**config.mk**
```make
export PLATFORM = sky130hd
export DESIGN_NAME = icr_regs
export DESIGN_NICKNAME = d
export VERILOG_FILES = /design/src/rtl/icr_pkg.sv /design/src/rtl/icr_ev_if.sv /design/src/rtl/icr_clk_gate.sv /design/src/rtl/icr_regs.sv
export VERILOG_INCLUDE_DIRS = /design/src /design/src/rtl
export SDC_FILE = /design/constraint.sdc
export NUM_CORES = 1
export LEC_CHECK = 0
export ABC_AREA = 0
export ABC_CLOCK_PERIOD_IN_PS = 1750
export BUFFER_PORTS_ARGS = -buffer_cell sky130_fd_sc_hd__buf_4
export CORE_UTILIZATION = 35
export DETAILED_ROUTE_END_ITERATION = 6
export HOLD_SLACK_MARGIN = 0.03
export RECOVER_POWER = 50
export SETUP_SLACK_MARGIN = 0.3
export SYNTH_ARGS = -nofsm -noshare
export SYNTH_HDL_FRONTEND = slang
export SYNTH_SLANG_ARGS = --single-unit
```
**constraint.sdc**
```tcl
create_clock -name clock -period 1.75 [get_ports clock]
set_clock_uncertainty 0.05 [all_clocks]
set_input_delay 0.175 -clock clock [delete_from_list [all_inputs] [get_ports clock]]
set_output_delay 0.175 -clock clock [all_outputs]
set_load 0.02 [all_outputs]
```
**src/rtl/icr_map.svh**
```systemverilog
// Register map, field positions and reset values for the two-wire controller registers.
// Behaviour
// RQ1: Byte-done flag set after byte plus ack.
// RQ2: General-call flag set in slave role only.
// RQ3: Nack-received flag set on received nack.
// RQ4: Stop-seen set after stop plus free time.
// RQ5: Start-seen set on start or address match.
// RQ6: Master tx-empty set on start or ack.
// RQ7: Slave tx-empty set on load or read match.
// RQ8: Rx-full set on load, cleared on read.
// RQ9: Interrupt needs flag and its enable bit.
// RQ10: DMA request needs flag and channel enable.
// RQ11: Software never enables DMA and interrupt together.
// RQ12: Clock source and divider code mapping.
// RQ13: Run-in-debug bit keeps clock during debug.
// RQ14: Software changes setup only while unit disabled.
// RQ15: Wide-address bit selects ten or seven bits.
// RQ16: General-call respond bit gates general calls.
// RQ17: Baud reload resets to 0x7f, never zero.
// RQ18: Role select bit five chooses master role.
// RQ19: Send-nack bit pends until nack is sent.
// RQ20: Start and stop requests self-clear, master only.
// RQ21: Soft reset clears engine and flags, self-clears.
// RQ22: Unit enable gates the operating clock.
// RQ23: Software writes transmit data only when empty.
// RQ24: Flag register bit layout, write one clears.
// RQ25: Interrupt enables share the flag bit layout.
// RQ26: Two sixteen-bit DMA enable registers.
`ifndef ICR_MAP_SVH
`define ICR_MAP_SVH
`define ICR_OFF_CLK      12'h000
`define ICR_OFF_MOD      12'h004
`define ICR_OFF_BR       12'h008
`define ICR_OFF_OWN_SLAVE_ADDRESS     12'h00c
`define ICR_OFF_CTL      12'h010
`define ICR_OFF_TXD      12'h014
`define ICR_OFF_RXD      12'h018
`define ICR_OFF_FLAG     12'h01c
`define ICR_OFF_IEN      12'h020
`define ICR_OFF_TDMA     12'h024
`define ICR_OFF_RDMA     12'h028
`define ICR_CLK_DBG      8
`define ICR_MOD_WIDE     2
`define ICR_MOD_GC       1
`define ICR_CTL_ROLE     5
`define ICR_CTL_NACK     4
`define ICR_CTL_STOP     3
`define ICR_CTL_START    2
`define ICR_CTL_SRST     1
`define ICR_CTL_EN       0
`define ICR_F_BYTE       7
`define ICR_F_GC         6
`define ICR_F_NACK       5
`define ICR_F_STOP       4
`define ICR_F_START      3
`define ICR_F_ERR        2
`define ICR_F_RXF        1
`define ICR_F_TXE        0
`define ICR_BR_RESET     7'h7f
`define ICR_SRST_CYCLES  4'h4
`define ICR_STAT_SDA     12
`define ICR_STAT_SCL     11
`define ICR_STAT_BSY     10
`define ICR_STAT_TR      9
`endif

```
**src/rtl/icr_pkg.sv**
```systemverilog
// Types shared by the two-wire controller register block.
package icr_pkg;
  typedef enum logic [1:0] {
    ICR_SRC_INTERNAL,
    ICR_SRC_SLOW,
    ICR_SRC_FAST,
    ICR_SRC_EXTERNAL
  } icr_src_t;
  typedef enum {
    ICR_SR_IDLE,
    ICR_SR_BUSY
  } icr_sr_state_t;
endpackage

```
**src/rtl/icr_ev_if.sv**
```systemverilog
// Clock source, divider, tick and enable bundle between register block and clock gate.
`timescale 1ns/100ps
interface icr_ev_if;
  logic       clk_en;
  logic       src_tick;
  logic [1:0] src_sel;
  logic [1:0] div_sel;
  modport gate (input src_tick, input src_sel, input div_sel,
                output clk_en);
  modport regs (output src_sel, output div_sel, output src_tick,
                input clk_en);
endinterface

```
**src/rtl/icr_clk_gate.sv**
```systemverilog
// Operating clock enable from selected source, divider and gating.
`timescale 1ns/100ps
`include "icr_map.svh"
module icr_clk_gate
  import icr_pkg::*;
(
  input  wire logic clock,
  input  wire logic rst,
  input  wire logic run,
  icr_ev_if.gate    ev
);
  logic [2:0] cnt;
  logic [2:0] lim;

  always_comb begin
    lim = 3'h0;
    if (ev.src_sel == ICR_SRC_INTERNAL || ev.src_sel == ICR_SRC_FAST) begin // see RQ12
      case (ev.div_sel)
        2'h1:    lim = 3'h1;
        2'h2:    lim = 3'h3;
        2'h3:    lim = 3'h7;
        default: lim = 3'h0;
      endcase
    end
  end

  always_ff @(posedge clock) begin
    if (rst || !run) begin
      cnt <= 3'h0;
    end else if (ev.src_tick) begin
      cnt <= (cnt >= lim) ? 3'h0 : cnt + 3'h1;
    end
  end

  assign ev.clk_en = run && ev.src_tick && (cnt >= lim); // see RQ22
endmodule // icr_clk_gate

```
**src/rtl/icr_regs.sv**
```systemverilog
// APB register block for one two-wire serial controller channel.
//
// Decided for this implementation: the APB register port and the address map.
`timescale 1ns/100ps
`include "icr_map.svh"
module icr_regs
  import icr_pkg::*;
#(
  parameter int DMA_CH = 16
)(
  input  wire logic              clock,
  input  wire logic              rst,
  input  wire logic              psel,
  input  wire logic              penable,
  input  wire logic              pwrite,
  input  wire logic [11:0]       paddr,
  input  wire logic [31:0]       pwdata,
  output logic      [31:0]       prdata,
  output logic                   pready,
  output logic                   pslverr,
  input  wire logic [3:0]        src_ticks,
  input  wire logic              debug_halt,
  input  wire logic              ev_byte_done,
  input  wire logic              ev_gen_call,
  input  wire logic              ev_nack_rx,
  input  wire logic              ev_stop_done,
  input  wire logic              ev_stop_slave,
  input  wire logic              ev_start_done,
  input  wire logic              ev_addr_match,
  input  wire logic              ev_addr_read,
  input  wire logic              ev_ack_rx,
  input  wire logic              ev_tx_loaded,
  input  wire logic              ev_error,
  input  wire logic              ev_nack_sent,
  input  wire logic              ev_rx_load,
  input  wire logic [7:0]        rx_byte,
  input  wire logic              bus_busy,
  input  wire logic              tx_mode,
  input  wire logic              sda_low,
  input  wire logic              scl_low,
  output logic                   op_clk_en,
  output logic                   engine_reset,
  output logic                   role_master,
  output logic                   wide_addr,
  output logic                   gc_respond,
  output logic [9:0]             own_addr,
  output logic [6:0]             baud_reload_value,
  output logic [7:0]             tx_byte,
  output logic                   start_pending,
  output logic                   stop_pending,
  output logic                   nack_pending,
  output logic                   irq,
  output logic [DMA_CH-1:0]      dma_req
);
  import icr_pkg::*;

  // ==========================================================
  // Register storage
  logic              run_in_debug;
  logic [1:0]        clock_divider_sel;
  logic [1:0]        clock_source_sel;
  logic              unit_enable;
  logic [7:0]        flags;
  logic [7:0]        irq_en;
  logic [15:0]       tx_dma_en;
  logic [15:0]       rx_dma_en;
  logic [7:0]        rx_buf;
  logic [3:0]        sr_cnt;
  icr_sr_state_t     sr_state;
  logic [7:0]        set_v;
  logic [7:0]        clr_v;
  logic              wr;
  logic              rd;
  logic              sr_busy;

  icr_ev_if ev ();

  function automatic logic hit(input logic [11:0] a, input logic [11:0] o);
    hit = (a == o);
  endfunction

  assign wr = psel && penable && pwrite;
  assign rd = psel && penable && !pwrite;
  assign pready = 1'b1;
  assign sr_busy = (sr_state == ICR_SR_BUSY);

  // ==========================================================
  // Operating clock
  assign ev.src_sel = clock_source_sel;
  assign ev.div_sel = clock_divider_sel;
  assign ev.src_tick = src_ticks[clock_source_sel]; // see RQ12

  icr_clk_gate u_gate (
    .clock (clock),
    .rst   (rst),
    .run   (unit_enable && (run_in_debug || !debug_halt)), // see RQ13
    .ev    (ev.gate)
  );
  assign op_clk_en = ev.clk_en;

  // ==========================================================
  // Configuration registers
  always_ff @(posedge clock) begin
    if (rst) begin
      run_in_debug      <= 1'b0;
      clock_divider_sel <= 2'h0;
      clock_source_sel  <= 2'h0;
      wide_addr         <= 1'b0;
      gc_respond        <= 1'b0;
      baud_reload_value <= `ICR_BR_RESET; // see RQ17
      own_addr          <= 10'h000;
      role_master       <= 1'b0;
      unit_enable       <= 1'b0;
      irq_en            <= 8'h00;
      tx_dma_en         <= 16'h0000;
      rx_dma_en         <= 16'h0000;
      tx_byte           <= 8'h00;
    end else if (wr) begin
      if (hit(paddr, `ICR_OFF_CLK)) begin
        run_in_debug      <= pwdata[`ICR_CLK_DBG];
        clock_divider_sel <= pwdata[5:4];
        clock_source_sel  <= pwdata[1:0];
      end
      if (hit(paddr, `ICR_OFF_MOD)) begin
        wide_addr  <= pwdata[`ICR_MOD_WIDE]; // see RQ15
        gc_respond <= pwdata[`ICR_MOD_GC]; // see RQ16
      end
      if (hit(paddr, `ICR_OFF_BR)) begin
        baud_reload_value <= pwdata[6:0];
      end
      if (hit(paddr, `ICR_OFF_OWN_SLAVE_ADDRESS)) begin
        own_addr <= pwdata[9:0];
      end
      if (hit(paddr, `ICR_OFF_CTL)) begin
        role_master <= pwdata[`ICR_CTL_ROLE]; // see RQ18
        unit_enable <= pwdata[`ICR_CTL_EN]; // see RQ22
      end
      if (hit(paddr, `ICR_OFF_IEN)) begin
        irq_en <= pwdata[7:0]; // see RQ25
      end
      if (hit(paddr, `ICR_OFF_TDMA)) begin
        tx_dma_en <= pwdata[15:0]; // see RQ26
      end
      if (hit(paddr, `ICR_OFF_RDMA)) begin
        rx_dma_en <= pwdata[15:0];
      end
      if (hit(paddr, `ICR_OFF_TXD)) begin
        tx_byte <= pwdata[7:0];
      end
    end
  end

  // ==========================================================
  // Soft reset sequencer
  always_ff @(posedge clock) begin
    if (rst) begin
      sr_state <= ICR_SR_IDLE;
      sr_cnt   <= 4'h0;
    end else begin
      case (sr_state)
        ICR_SR_IDLE: begin
          if (wr && hit(paddr, `ICR_OFF_CTL) && pwdata[`ICR_CTL_SRST]) begin
            sr_state <= ICR_SR_BUSY; // see RQ21
            sr_cnt   <= `ICR_SRST_CYCLES;
          end
        end
        ICR_SR_BUSY: begin
          sr_cnt <= sr_cnt - 4'h1;
          if (sr_cnt == 4'h1) begin
            sr_state <= ICR_SR_IDLE;
          end
        end
        default: sr_state <= ICR_SR_IDLE;
      endcase
    end
  end
  assign engine_reset = sr_busy;

  // ==========================================================
  // Self-clearing command bits
  always_ff @(posedge clock) begin
    if (rst || sr_busy) begin
      start_pending <= 1'b0;
      stop_pending  <= 1'b0;
      nack_pending  <= 1'b0;
    end else begin
      if (wr && hit(paddr, `ICR_OFF_CTL) && pwdata[`ICR_CTL_NACK]) begin
        nack_pending <= 1'b1; // see RQ19
      end else if (ev_nack_sent) begin
        nack_pending <= 1'b0;
      end
      if (wr && hit(paddr, `ICR_OFF_CTL) && pwdata[`ICR_CTL_START] &&
          pwdata[`ICR_CTL_ROLE]) begin
        start_pending <= 1'b1; // see RQ20
      end else if (ev_start_done || ev_error) begin
        start_pending <= 1'b0;
      end
      if (wr && hit(paddr, `ICR_OFF_CTL) && pwdata[`ICR_CTL_STOP] &&
          pwdata[`ICR_CTL_ROLE]) begin
        stop_pending <= 1'b1; // see RQ20
      end else if (ev_stop_done) begin
        stop_pending <= 1'b0;
      end
    end
  end

  // ==========================================================
  // Interrupt flags
  always_comb begin
    set_v = 8'h00;
    set_v[`ICR_F_BYTE]  = ev_byte_done; // see RQ1
    set_v[`ICR_F_GC]    = ev_gen_call && !role_master && gc_respond; // see RQ2
    set_v[`ICR_F_NACK]  = ev_nack_rx; // see RQ3
    set_v[`ICR_F_STOP]  = role_master ? ev_stop_done : ev_stop_slave; // see RQ4
    set_v[`ICR_F_START] = role_master ? ev_start_done : ev_addr_match; // see RQ5
    set_v[`ICR_F_ERR]   = ev_error;
    set_v[`ICR_F_RXF]   = ev_rx_load; // see RQ8
    set_v[`ICR_F_TXE]   = role_master ? (ev_start_done || ev_ack_rx) // see RQ6
                        : (ev_tx_loaded || (ev_addr_match && ev_addr_read)); // see RQ7
    clr_v = 8'h00;
    if (wr && hit(paddr, `ICR_OFF_FLAG)) begin
      clr_v[7:2] = pwdata[7:2]; // see RQ24
    end
    clr_v[`ICR_F_RXF] = rd && hit(paddr, `ICR_OFF_RXD);
    clr_v[`ICR_F_TXE] = wr && hit(paddr, `ICR_OFF_TXD); // see RQ6
  end

  always_ff @(posedge clock) begin
    if (rst || sr_busy) begin
      flags <= 8'h00; // see RQ21
    end else begin
      flags <= set_v | (flags & ~clr_v);
    end
  end

  always_ff @(posedge clock) begin
    if (rst || sr_busy) begin
      rx_buf <= 8'h00;
    end else if (ev_rx_load) begin
      rx_buf <= rx_byte;
    end
  end

  assign irq = |(flags & irq_en); // see RQ9

  genvar gi;
  generate
    for (gi = 0; gi < DMA_CH; gi++) begin : g_dma
      assign dma_req[gi] = (flags[`ICR_F_TXE] && tx_dma_en[gi]) ||
                           (flags[`ICR_F_RXF] && rx_dma_en[gi]); // see RQ10
    end
  endgenerate

  // ==========================================================
  // Read path
  always_ff @(posedge clock) begin
    if (rst) begin
      prdata  <= 32'h0000_0000;
      pslverr <= 1'b0;
    end else if (psel && !penable) begin
      prdata  <= 32'h0000_0000;
      pslverr <= 1'b0;
      case (paddr)
        `ICR_OFF_CLK: begin
          prdata[`ICR_CLK_DBG] <= run_in_debug;
          prdata[5:4] <= clock_divider_sel;
          prdata[1:0] <= clock_source_sel;
        end
        `ICR_OFF_MOD: begin
          prdata[`ICR_MOD_WIDE] <= wide_addr;
          prdata[`ICR_MOD_GC] <= gc_respond;
        end
        `ICR_OFF_BR:   prdata[6:0] <= baud_reload_value;
        `ICR_OFF_OWN_SLAVE_ADDRESS: prdata[9:0] <= own_addr;
        `ICR_OFF_CTL: begin
          prdata[`ICR_CTL_ROLE]  <= role_master;
          prdata[`ICR_CTL_NACK]  <= nack_pending;
          prdata[`ICR_CTL_STOP]  <= stop_pending;
          prdata[`ICR_CTL_START] <= start_pending;
          prdata[`ICR_CTL_SRST]  <= sr_busy || (wr && pwdata[`ICR_CTL_SRST]);
          prdata[`ICR_CTL_EN]    <= unit_enable;
        end
        `ICR_OFF_TXD: prdata[7:0] <= tx_byte;
        `ICR_OFF_RXD: prdata[7:0] <= rx_buf;
        `ICR_OFF_FLAG: begin
          prdata[`ICR_STAT_SDA] <= sda_low;
          prdata[`ICR_STAT_SCL] <= scl_low;
          prdata[`ICR_STAT_BSY] <= bus_busy;
          prdata[`ICR_STAT_TR]  <= tx_mode;
          prdata[7:0] <= flags;
        end
        `ICR_OFF_IEN:  prdata[7:0] <= irq_en;
        `ICR_OFF_TDMA: prdata[15:0] <= tx_dma_en;
        `ICR_OFF_RDMA: prdata[15:0] <= rx_dma_en;
        default:       pslverr <= 1'b1;
      endcase
    end
  end

  // ==========================================================
  // Checks
  AST_BYTE_SET: assert property (@(posedge clock) disable iff (rst) // see RQ1
    ev_byte_done && !sr_busy |=> flags[`ICR_F_BYTE])
    else $error("byte-done flag not set");
  AST_GC_SLAVE: assert property (@(posedge clock) disable iff (rst) // see RQ2
    role_master && !$past(flags[`ICR_F_GC]) && !flags[`ICR_F_GC] |=> 1'b1 ##0
    (!flags[`ICR_F_GC] || $past(ev_gen_call && !role_master)))
    else $error("general-call flag set in master role");
  AST_NACK_SET: assert property (@(posedge clock) disable iff (rst) // see RQ3
    ev_nack_rx && !sr_busy |=> flags[`ICR_F_NACK])
    else $error("nack flag not set");
  AST_RXF_CLR: assert property (@(posedge clock) disable iff (rst) // see RQ8
    rd && hit(paddr, `ICR_OFF_RXD) && !ev_rx_load |=> !flags[`ICR_F_RXF])
    else $error("rx-full not cleared by read");
  AST_TXE_CLR: assert property (@(posedge clock) disable iff (rst) // see RQ6
    wr && hit(paddr, `ICR_OFF_TXD) && !set_v[`ICR_F_TXE]
    |=> !flags[`ICR_F_TXE])
    else $error("tx-empty not cleared by data write");
  AST_IRQ: assert property (@(posedge clock) disable iff (rst) // see RQ9
    irq == |(flags & irq_en))
    else $error("interrupt not gated by enables");
  AST_DMA: assert property (@(posedge clock) disable iff (rst) // see RQ10
    dma_req[0] |-> (flags[`ICR_F_TXE] && tx_dma_en[0]) ||
                   (flags[`ICR_F_RXF] && rx_dma_en[0]))
    else $error("dma request without enabled cause");
  AST_SRST: assert property (@(posedge clock) disable iff (rst) // see RQ21
    $rose(sr_busy) |-> sr_busy[*4] ##1 !sr_busy)
    else $error("soft reset length wrong");
  AST_SRST_FLAGS: assert property (@(posedge clock) disable iff (rst) // see RQ21
    sr_busy |=> flags == 8'h00)
    else $error("flags survive soft reset");
  AST_START_SLAVE: assert property (@(posedge clock) disable iff (rst) // see RQ20
    wr && hit(paddr, `ICR_OFF_CTL) && !pwdata[`ICR_CTL_ROLE] &&
    !start_pending |=> !start_pending)
    else $error("start accepted in slave role");
  AST_BR_RESET: assert property (@(posedge clock) // see RQ17
    rst |=> baud_reload_value == `ICR_BR_RESET)
    else $error("baud reload reset value wrong");
  AST_GATE: assert property (@(posedge clock) disable iff (rst) // see RQ22
    !unit_enable |-> !op_clk_en)
    else $error("clock runs while disabled");

  COV_RXF: cover property (@(posedge clock) ev_rx_load ##[1:20] rd);
  COV_SRST: cover property (@(posedge clock) $fell(sr_busy));
  COV_IRQ: cover property (@(posedge clock) $rose(irq));
  COV_DMA: cover property (@(posedge clock) $rose(dma_req[0]));
endmodule // icr_regs

```
==> results of run 1 <==
==> report_power, final <==
part           internal, uW  leakage (uW)  total, uW  switching (uW)
logic                   392       0.00253        842             451
registers              2720      0.000960       2750            28.9
clock network          1940      0.000272       3220            1280
==> cells in the mapped netlist (3+ instances only) <==
master,number
o21ai_0,7
buf_4,21
mux2i_1,28
dfxtp_1,118
a22o_1,19
nor4_4,3
mux2_2,6
a21o_1,3
clkbuf_1,32
inv_1,7
nor2_1,57
ha_1,6
a22oi_1,24
a211oi_1,6
a31oi_1,3
nor2b_1,6
nor4_1,4
a221oi_1,3
buf_2,13
or2_2,3
nand2_1,138
o22ai_1,5
mux4_2,5
nand2b_1,10
and2_1,3
a21oi_1,88
and3_1,3
nand3_1,34
nor3_1,12
or4_1,3
nand4_1,3
==> layer usage <==
layer / GRT usage [%] / wire [um] / up-vias
met3: 3.96 / 1710 / 79
met1: 36.0 / 10700 / 3247
met4: 10.8 / 981 / 0
li1: - / - / 3048
met5: 0 / 0 / -
met2: 39.7 / 11100 / 339
==> worst min-delay path: cells and delay by family <==
family | cells | cell delay (ns)
AND/OR/NAND/NOR | 1 | 0.11
AO/OA/AOI/OAI | 1 | 0.05
buffers and inverters | 1 | 0.09
==> area by class of cell <==
class                           count  area [um2]  share of cell area, %
Sequential cell                   118        2380                   24.1
Clock inverter                      9        51.3                  0.519
Multi-Input combinational cell    539        4180                   42.3
Timing Repair Buffer              292        2480                   25.1
Tap cell                          220         275                   2.79
Inverter                            7        26.3                  0.266
Clock buffer                       23         488                   4.94
==> kinds of logic (layout without fill, tap and decap cells) <==
| family | Yosys count | count (layout) | share of synthesized area, % |
|---|---|---|---|
| AOI/OAI and AO/OA | 175 | 175 | 19.4 |
| muxes | 39 | 39 | 7.79 |
| adders and majority gates | 6 | 6 | 1.27 |
| buffers and inverters | 76 | 331 | 6.69 |
| xor gates and xnor gates | 4 | 4 | 0.593 |
| DFF | 118 | 118 | 40.0 |
| other | 2 | 17 | 0.127 |
| and+or+nand+nor | 295 | 298 | 24.1 |
==> through the flow <==
step	std cells	setup WS [ns]	setup TNS, ns
final	1208	-0.329	-1.20
after detailed placement	1114	-0.256	-13.68
after CTS	1187	-0.359	-0.359
after floorplan	730	0.0254	0
after global placement	1114	-0.237	-13.14
after global routing	1208	-0.407	-3.66
==> timing repair <==
action,CTS,global route
gates resized for setup,76,208
setup endpoints to repair,74,96
hold buffers,30,1
cloned,5,3
buffers inserted,6,17
pin swaps,28,84
endpoints found under the hold margin,49,1
==> worst max path at each step <==
stage	slack (ns)	end	startpoint	depth (start not counted)
floorplan	0.03	flags[7]	paddr[4]	8
global placement	-0.24	prdata[0]	paddr[2]	7
detailed placement	-0.26	start_pending	paddr[10]	7
CTS	-0.36	op_clk_en	clock_divider_sel[1]	9
global route	-0.41	op_clk_en	clock_divider_sel[1]	9
finish	-0.33	op_clk_en	clock_divider_sel[1]	9
==> registers in the layout, indices dropped and copies added, names as in the netlist, 2 cells and up <==
signal and flops:
clock_divider_sel 2, irq_en 8, sr_cnt 4, flags 8
baud_reload_value 7, own_addr 10, rx_buf 8, u_gate.cnt 3
prdata 16, clock_source_sel 2, tx_dma_en 16, tx_byte 8
rx_dma_en 16
==> flow_summary.toml, run 1 <==
[sta]
relSlewSlack_pct = 52.4
fmax_mhz = 481
hold_ws_ns = -0.00593
timing.final.crit_share_pct = 119
finalSetupViolCount = 13
drv_slew = 0
fin_ws_ns = -0.329
worstMarginPinSlew_ns = 0.714
rsz0062_at_grt = "true"
hold_viol = 1
min_period_ns = 2.08

[cells_and_area]
fillCellCount = 1438
final_util_pct = 59.8
layout_common_cells = "buf_4, dfxtp_1, nand2_1, a21oi_2, clkbuf_1"
area_delta_synth_final_pct = 67.3
nets = 1060
drive_above_1_share_pct = 46.2
diodes = 0
finalInstanceArea_um2 = 9880
final_common_cell = "buf_4"

[critical_path]
end_kind = "output port"
cp_slowest_stage_delay_ns = 0.32
r2r_cells = 8
slowest_stage = "dfxtp_2"
path_buf_inv = 1
critPathLaunchType = "register"
arrival_ns = 1.85
ff2ff_setup_slack_ns = 0.06
reg2reg_from = "clock_divider_sel[1]"
path_cells = "nor2_2 -> nor2_1 -> ha_1 -> nand2b_4 -> a21o_1 -> a21o_1 -> nand2_2 -> nor2_4 -> buf_6"
crit_top_cell = "a21o_1"
crit_family = "simple AND/OR/NAND/NOR gates"
required_ns = 1.52
path_class = "register to output port"
crit_fanout = 2
r2r_end = "u_gate.cnt[0]"

[grt]
grt_pass1_vias = 5910
grt_pass1_wl_um = 34200
antenna_found_initial = 0
grt_max_degree = 45
grt_usage_pct = 25.8
grt.overflow.total = 0

[logic_synthesis]
synth-async-reset-ratio_pct = 0
synth_top_area_share_pct = 40.0
yosys_warnings = 0
ys_types = 63
yosys.area.top_type = "dfxtp_1"
synth_enable_flop_cells = 0
postSynthAreaPerCell_um2 = 8.26
ys.flop_type = "dfxtp_1"
netlist_area_um2 = 5910
netlist_top_cells_area = "dfxtp_1, nand2_1, a21oi_1"
synthCells = 715
synth-seq-area-share_pct = 40.0
ys_ff_latch = 118

[power]
vdd_drop_max_v = 0.000678
p_total_uw = 6820
p_per_area_nw_per_um2 = 690
p_leak_uw = 0.00377

[hold_path]
worstHoldPathCells = 3
hold_end = "prdata[9]"
hold_start = "tx_mode"
hold_path.class = "input port to register"

[die]
die_area_um2 = 17400
core_area_um2 = 16500
pin_count = 163
die_x_um = 132
rows = 47
die_y_um = 132
initial_core_util_pct = 35.7

[cts]
clk_latency_ns = 0.42
root_buffer = "clkbuf_16"
clock_path_buffers = 2
numCtsBuffers = 17
clk_pin_slew_worst_paths_ns = 0.06
h-tree-depth = 4
cts_tree = "built"
clock-sinks = 118

[run_status]
violations = "negative hold slack, negative setup slack"
outcome = "finished, violations left"

[place]
gp_congestion = 0.935
dp_hpwl_um = 15700
port_buffers = 129
placed_area_um2 = 7840

[drt]
wirelength_um = 24500
drtIter0Drc = 562
num_vias = 6713
avgViaCountPerCell = 5.56
drc = 0
first_pass_iters = 6
wire_per_inst_um = 20.3
detail-route-antenna-nets = 0

[run]
cap_violations = 0
Note: power is estimated with default switching activity, not from simulation.
==> run 2, diff against run 1 <==
- CAP_MARGIN: default -> 20
- CORE_UTILIZATION: 35 -> 48
- PLACE_DENSITY: default -> 0.77
- TNS_END_PERCENT: default -> 20
==> flow_summary.toml, run 2 (synthesis results as in run 1) <==
[run_status]
outcome = "finished, violations left"
violations = "negative setup slack"

[critical_path]
reg2reg_from = "clock_divider_sel[1]"
r2r_end = "u_gate.cnt[0]"
r2r_cells = 10
critPathLaunchType = "register"
ff2ff_setup_slack_ns = -0.22
path_class = "register to output port"
arrival_ns = 1.88
required_ns = 1.52
end_kind = "output port"
crit_fanout = 2

[cts]
numCtsBuffers = 17
cts_tree = "built"
h-tree-depth = 4
root_buffer = "clkbuf_16"
clock-sinks = 118
clk_pin_slew_worst_paths_ns = 0.05
clk_latency_ns = 0.42
clock_path_buffers = 2

[hold_path]
hold_end = "unit_enable"
hold_path.class = "input port to register"
hold_start = "pwdata[0]"
worstHoldPathCells = 3

[die]
die_area_um2 = 12800
rows = 40
die_y_um = 113
pin_count = 163
initial_core_util_pct = 49.2
core_area_um2 = 12000
die_x_um = 113

[sta]
timing.final.crit_share_pct = 120
hold_viol = 0
finalSetupViolCount = 24
worstMarginPinSlew_ns = 0.760
drv_slew = 0
fmax_mhz = 475
rsz0062_at_grt = "true"
relSlewSlack_pct = 49.3
min_period_ns = 2.10
fin_ws_ns = -0.355

[grt]
antenna_found_initial = 0
grt_max_degree = 39
grt_pass1_vias = 6474
grt_pass1_wl_um = 35200
grt_usage_pct = 36.4
grt.overflow.total = 0

[drt]
wire_per_inst_um = 21.5
drc = 0
first_pass_iters = 5
avgViaCountPerCell = 6.12
wirelength_um = 23700
drtIter0Drc = 720
num_vias = 6753
detail-route-antenna-nets = 0

[cells_and_area]
area_delta_synth_final_pct = 52.3
diodes = 0
nets = 1032
largestRegisters = "prdata (16), rx_dma_en (16), tx_dma_en (16)"
stdcell_count = 1103
layout_common_cells = "buf_4, nand2_1, dfxtp_1, a21oi_1, clkbuf_1"
drive_above_1_share_pct = 35.8
final_common_cell = "buf_4"

[power]
vdd_drop_max_v = 0.000602
p_per_area_nw_per_um2 = 753
p_leak_uw = 0.00351

[place]
gp_congestion = 0.948
pre_cts_ws_ns = -0.258
placed_cells = 1034
dp_hpwl_um = 15700
port_buffers = 129

[run]
cap_violations = 0
run 2: cell types whose count changed in the layout (fill, tap and decap cells not counted), moves of 4 or more:
cell,before,now
a21oi_1,27,65
a21oi_2,61,23
buf_12,12,6
buf_6,36,29
nand2_1,85,119
nand2_2,27,11
nand2_4,25,9
nand3_1,19,28
nand3_2,9,4
nand3_4,8,4
nor2_4,5,1
run 2: worst max-delay path: stages (launching register included):
cell and delay, ns:
dfxtp_2 0.32, nor2_1 0.09, nor2_1 0.05, ha_1 0.28, nand2b_4 0.14, a21o_1 0.15
a21o_1 0.16, nand2_1 0.07, nor2_1 0.04, buf_4 0.16
run 2: where the power goes:
| group | internal [uW] | total, uW | switching (uW) |
|---|---|---|---|
| Sequential | 2720 | 2760 | 34.2 |
| Combinational | 339 | 761 | 423 |
| Clock | 2080 | 3260 | 1170 |
run 2: layout make-up:
cell class,count,area (um2)
Multi-Input combinational cell,537,3730
Fill cell,837,3010
Sequential cell,118,2380
Timing Repair Buffer,266,2140
Clock buffer,22,454
Tap cell,147,184
Clock inverter,6,80.1
Inverter,7,26.3
run 2: repair_timing:
| item | in CTS | in global routing |
|---|---|---|
| hold endpoints to repair | 37 | 2 |
| cloned | 3 | 0 |
| endpoints found under the setup margin | 62 | 87 |
| setup buffers | 5 | 5 |
| gates resized for setup | 63 | 114 |
| pin swaps | 44 | 93 |
| hold buffers | 26 | 2 |
run 2: worst max-delay path by stage:
stage | start | endpoint | depth (start not counted)
finish | clock_divider_sel[1] | op_clk_en | 9
global route | clock_divider_sel[1] | op_clk_en | 9
CTS | clock_divider_sel[1] | op_clk_en | 9
detailed placement | paddr[10] | prdata[0] | 7
global placement | paddr[5] | prdata[2] | 7
floorplan | paddr[10] | sr_cnt[3] | 6
run 2: through the flow:
step / hold slack (ns) / power (uW) / setup TNS [ns] / area [um2] / utilization (%)
6_report: 0.0527 / 6780 / -1.85 / 9000 / 74.9
5_1_grt: 0.0452 / 6930 / -3.99 / 9000 / 74.9
4_1_cts: 0.0363 / 6720 / -0.485 / 8770 / 73.0
3_5_place_dp: 0.337 / 3410 / -11.69 / 7620 / 63.4
3_3_place_gp: 0.337 / 3390 / -9.47 / 7620 / 63.4
2_1_floorplan: 0.242 / 3120 / 0 / 6090 / -
run 2: metal layers:
| layer | vias to the layer above | track usage (%) | share of wire [%] |
|---|---|---|---|
| li1 | 2968 | - | - |
| met1 | 3261 | 44.1 | 37 |
| met2 | 429 | 61.5 | 49 |
| met3 | 95 | 8.30 | 9.9 |
| met4 | 0 | 17.4 | 4.3 |
| met5 | - | 0 | 0 |
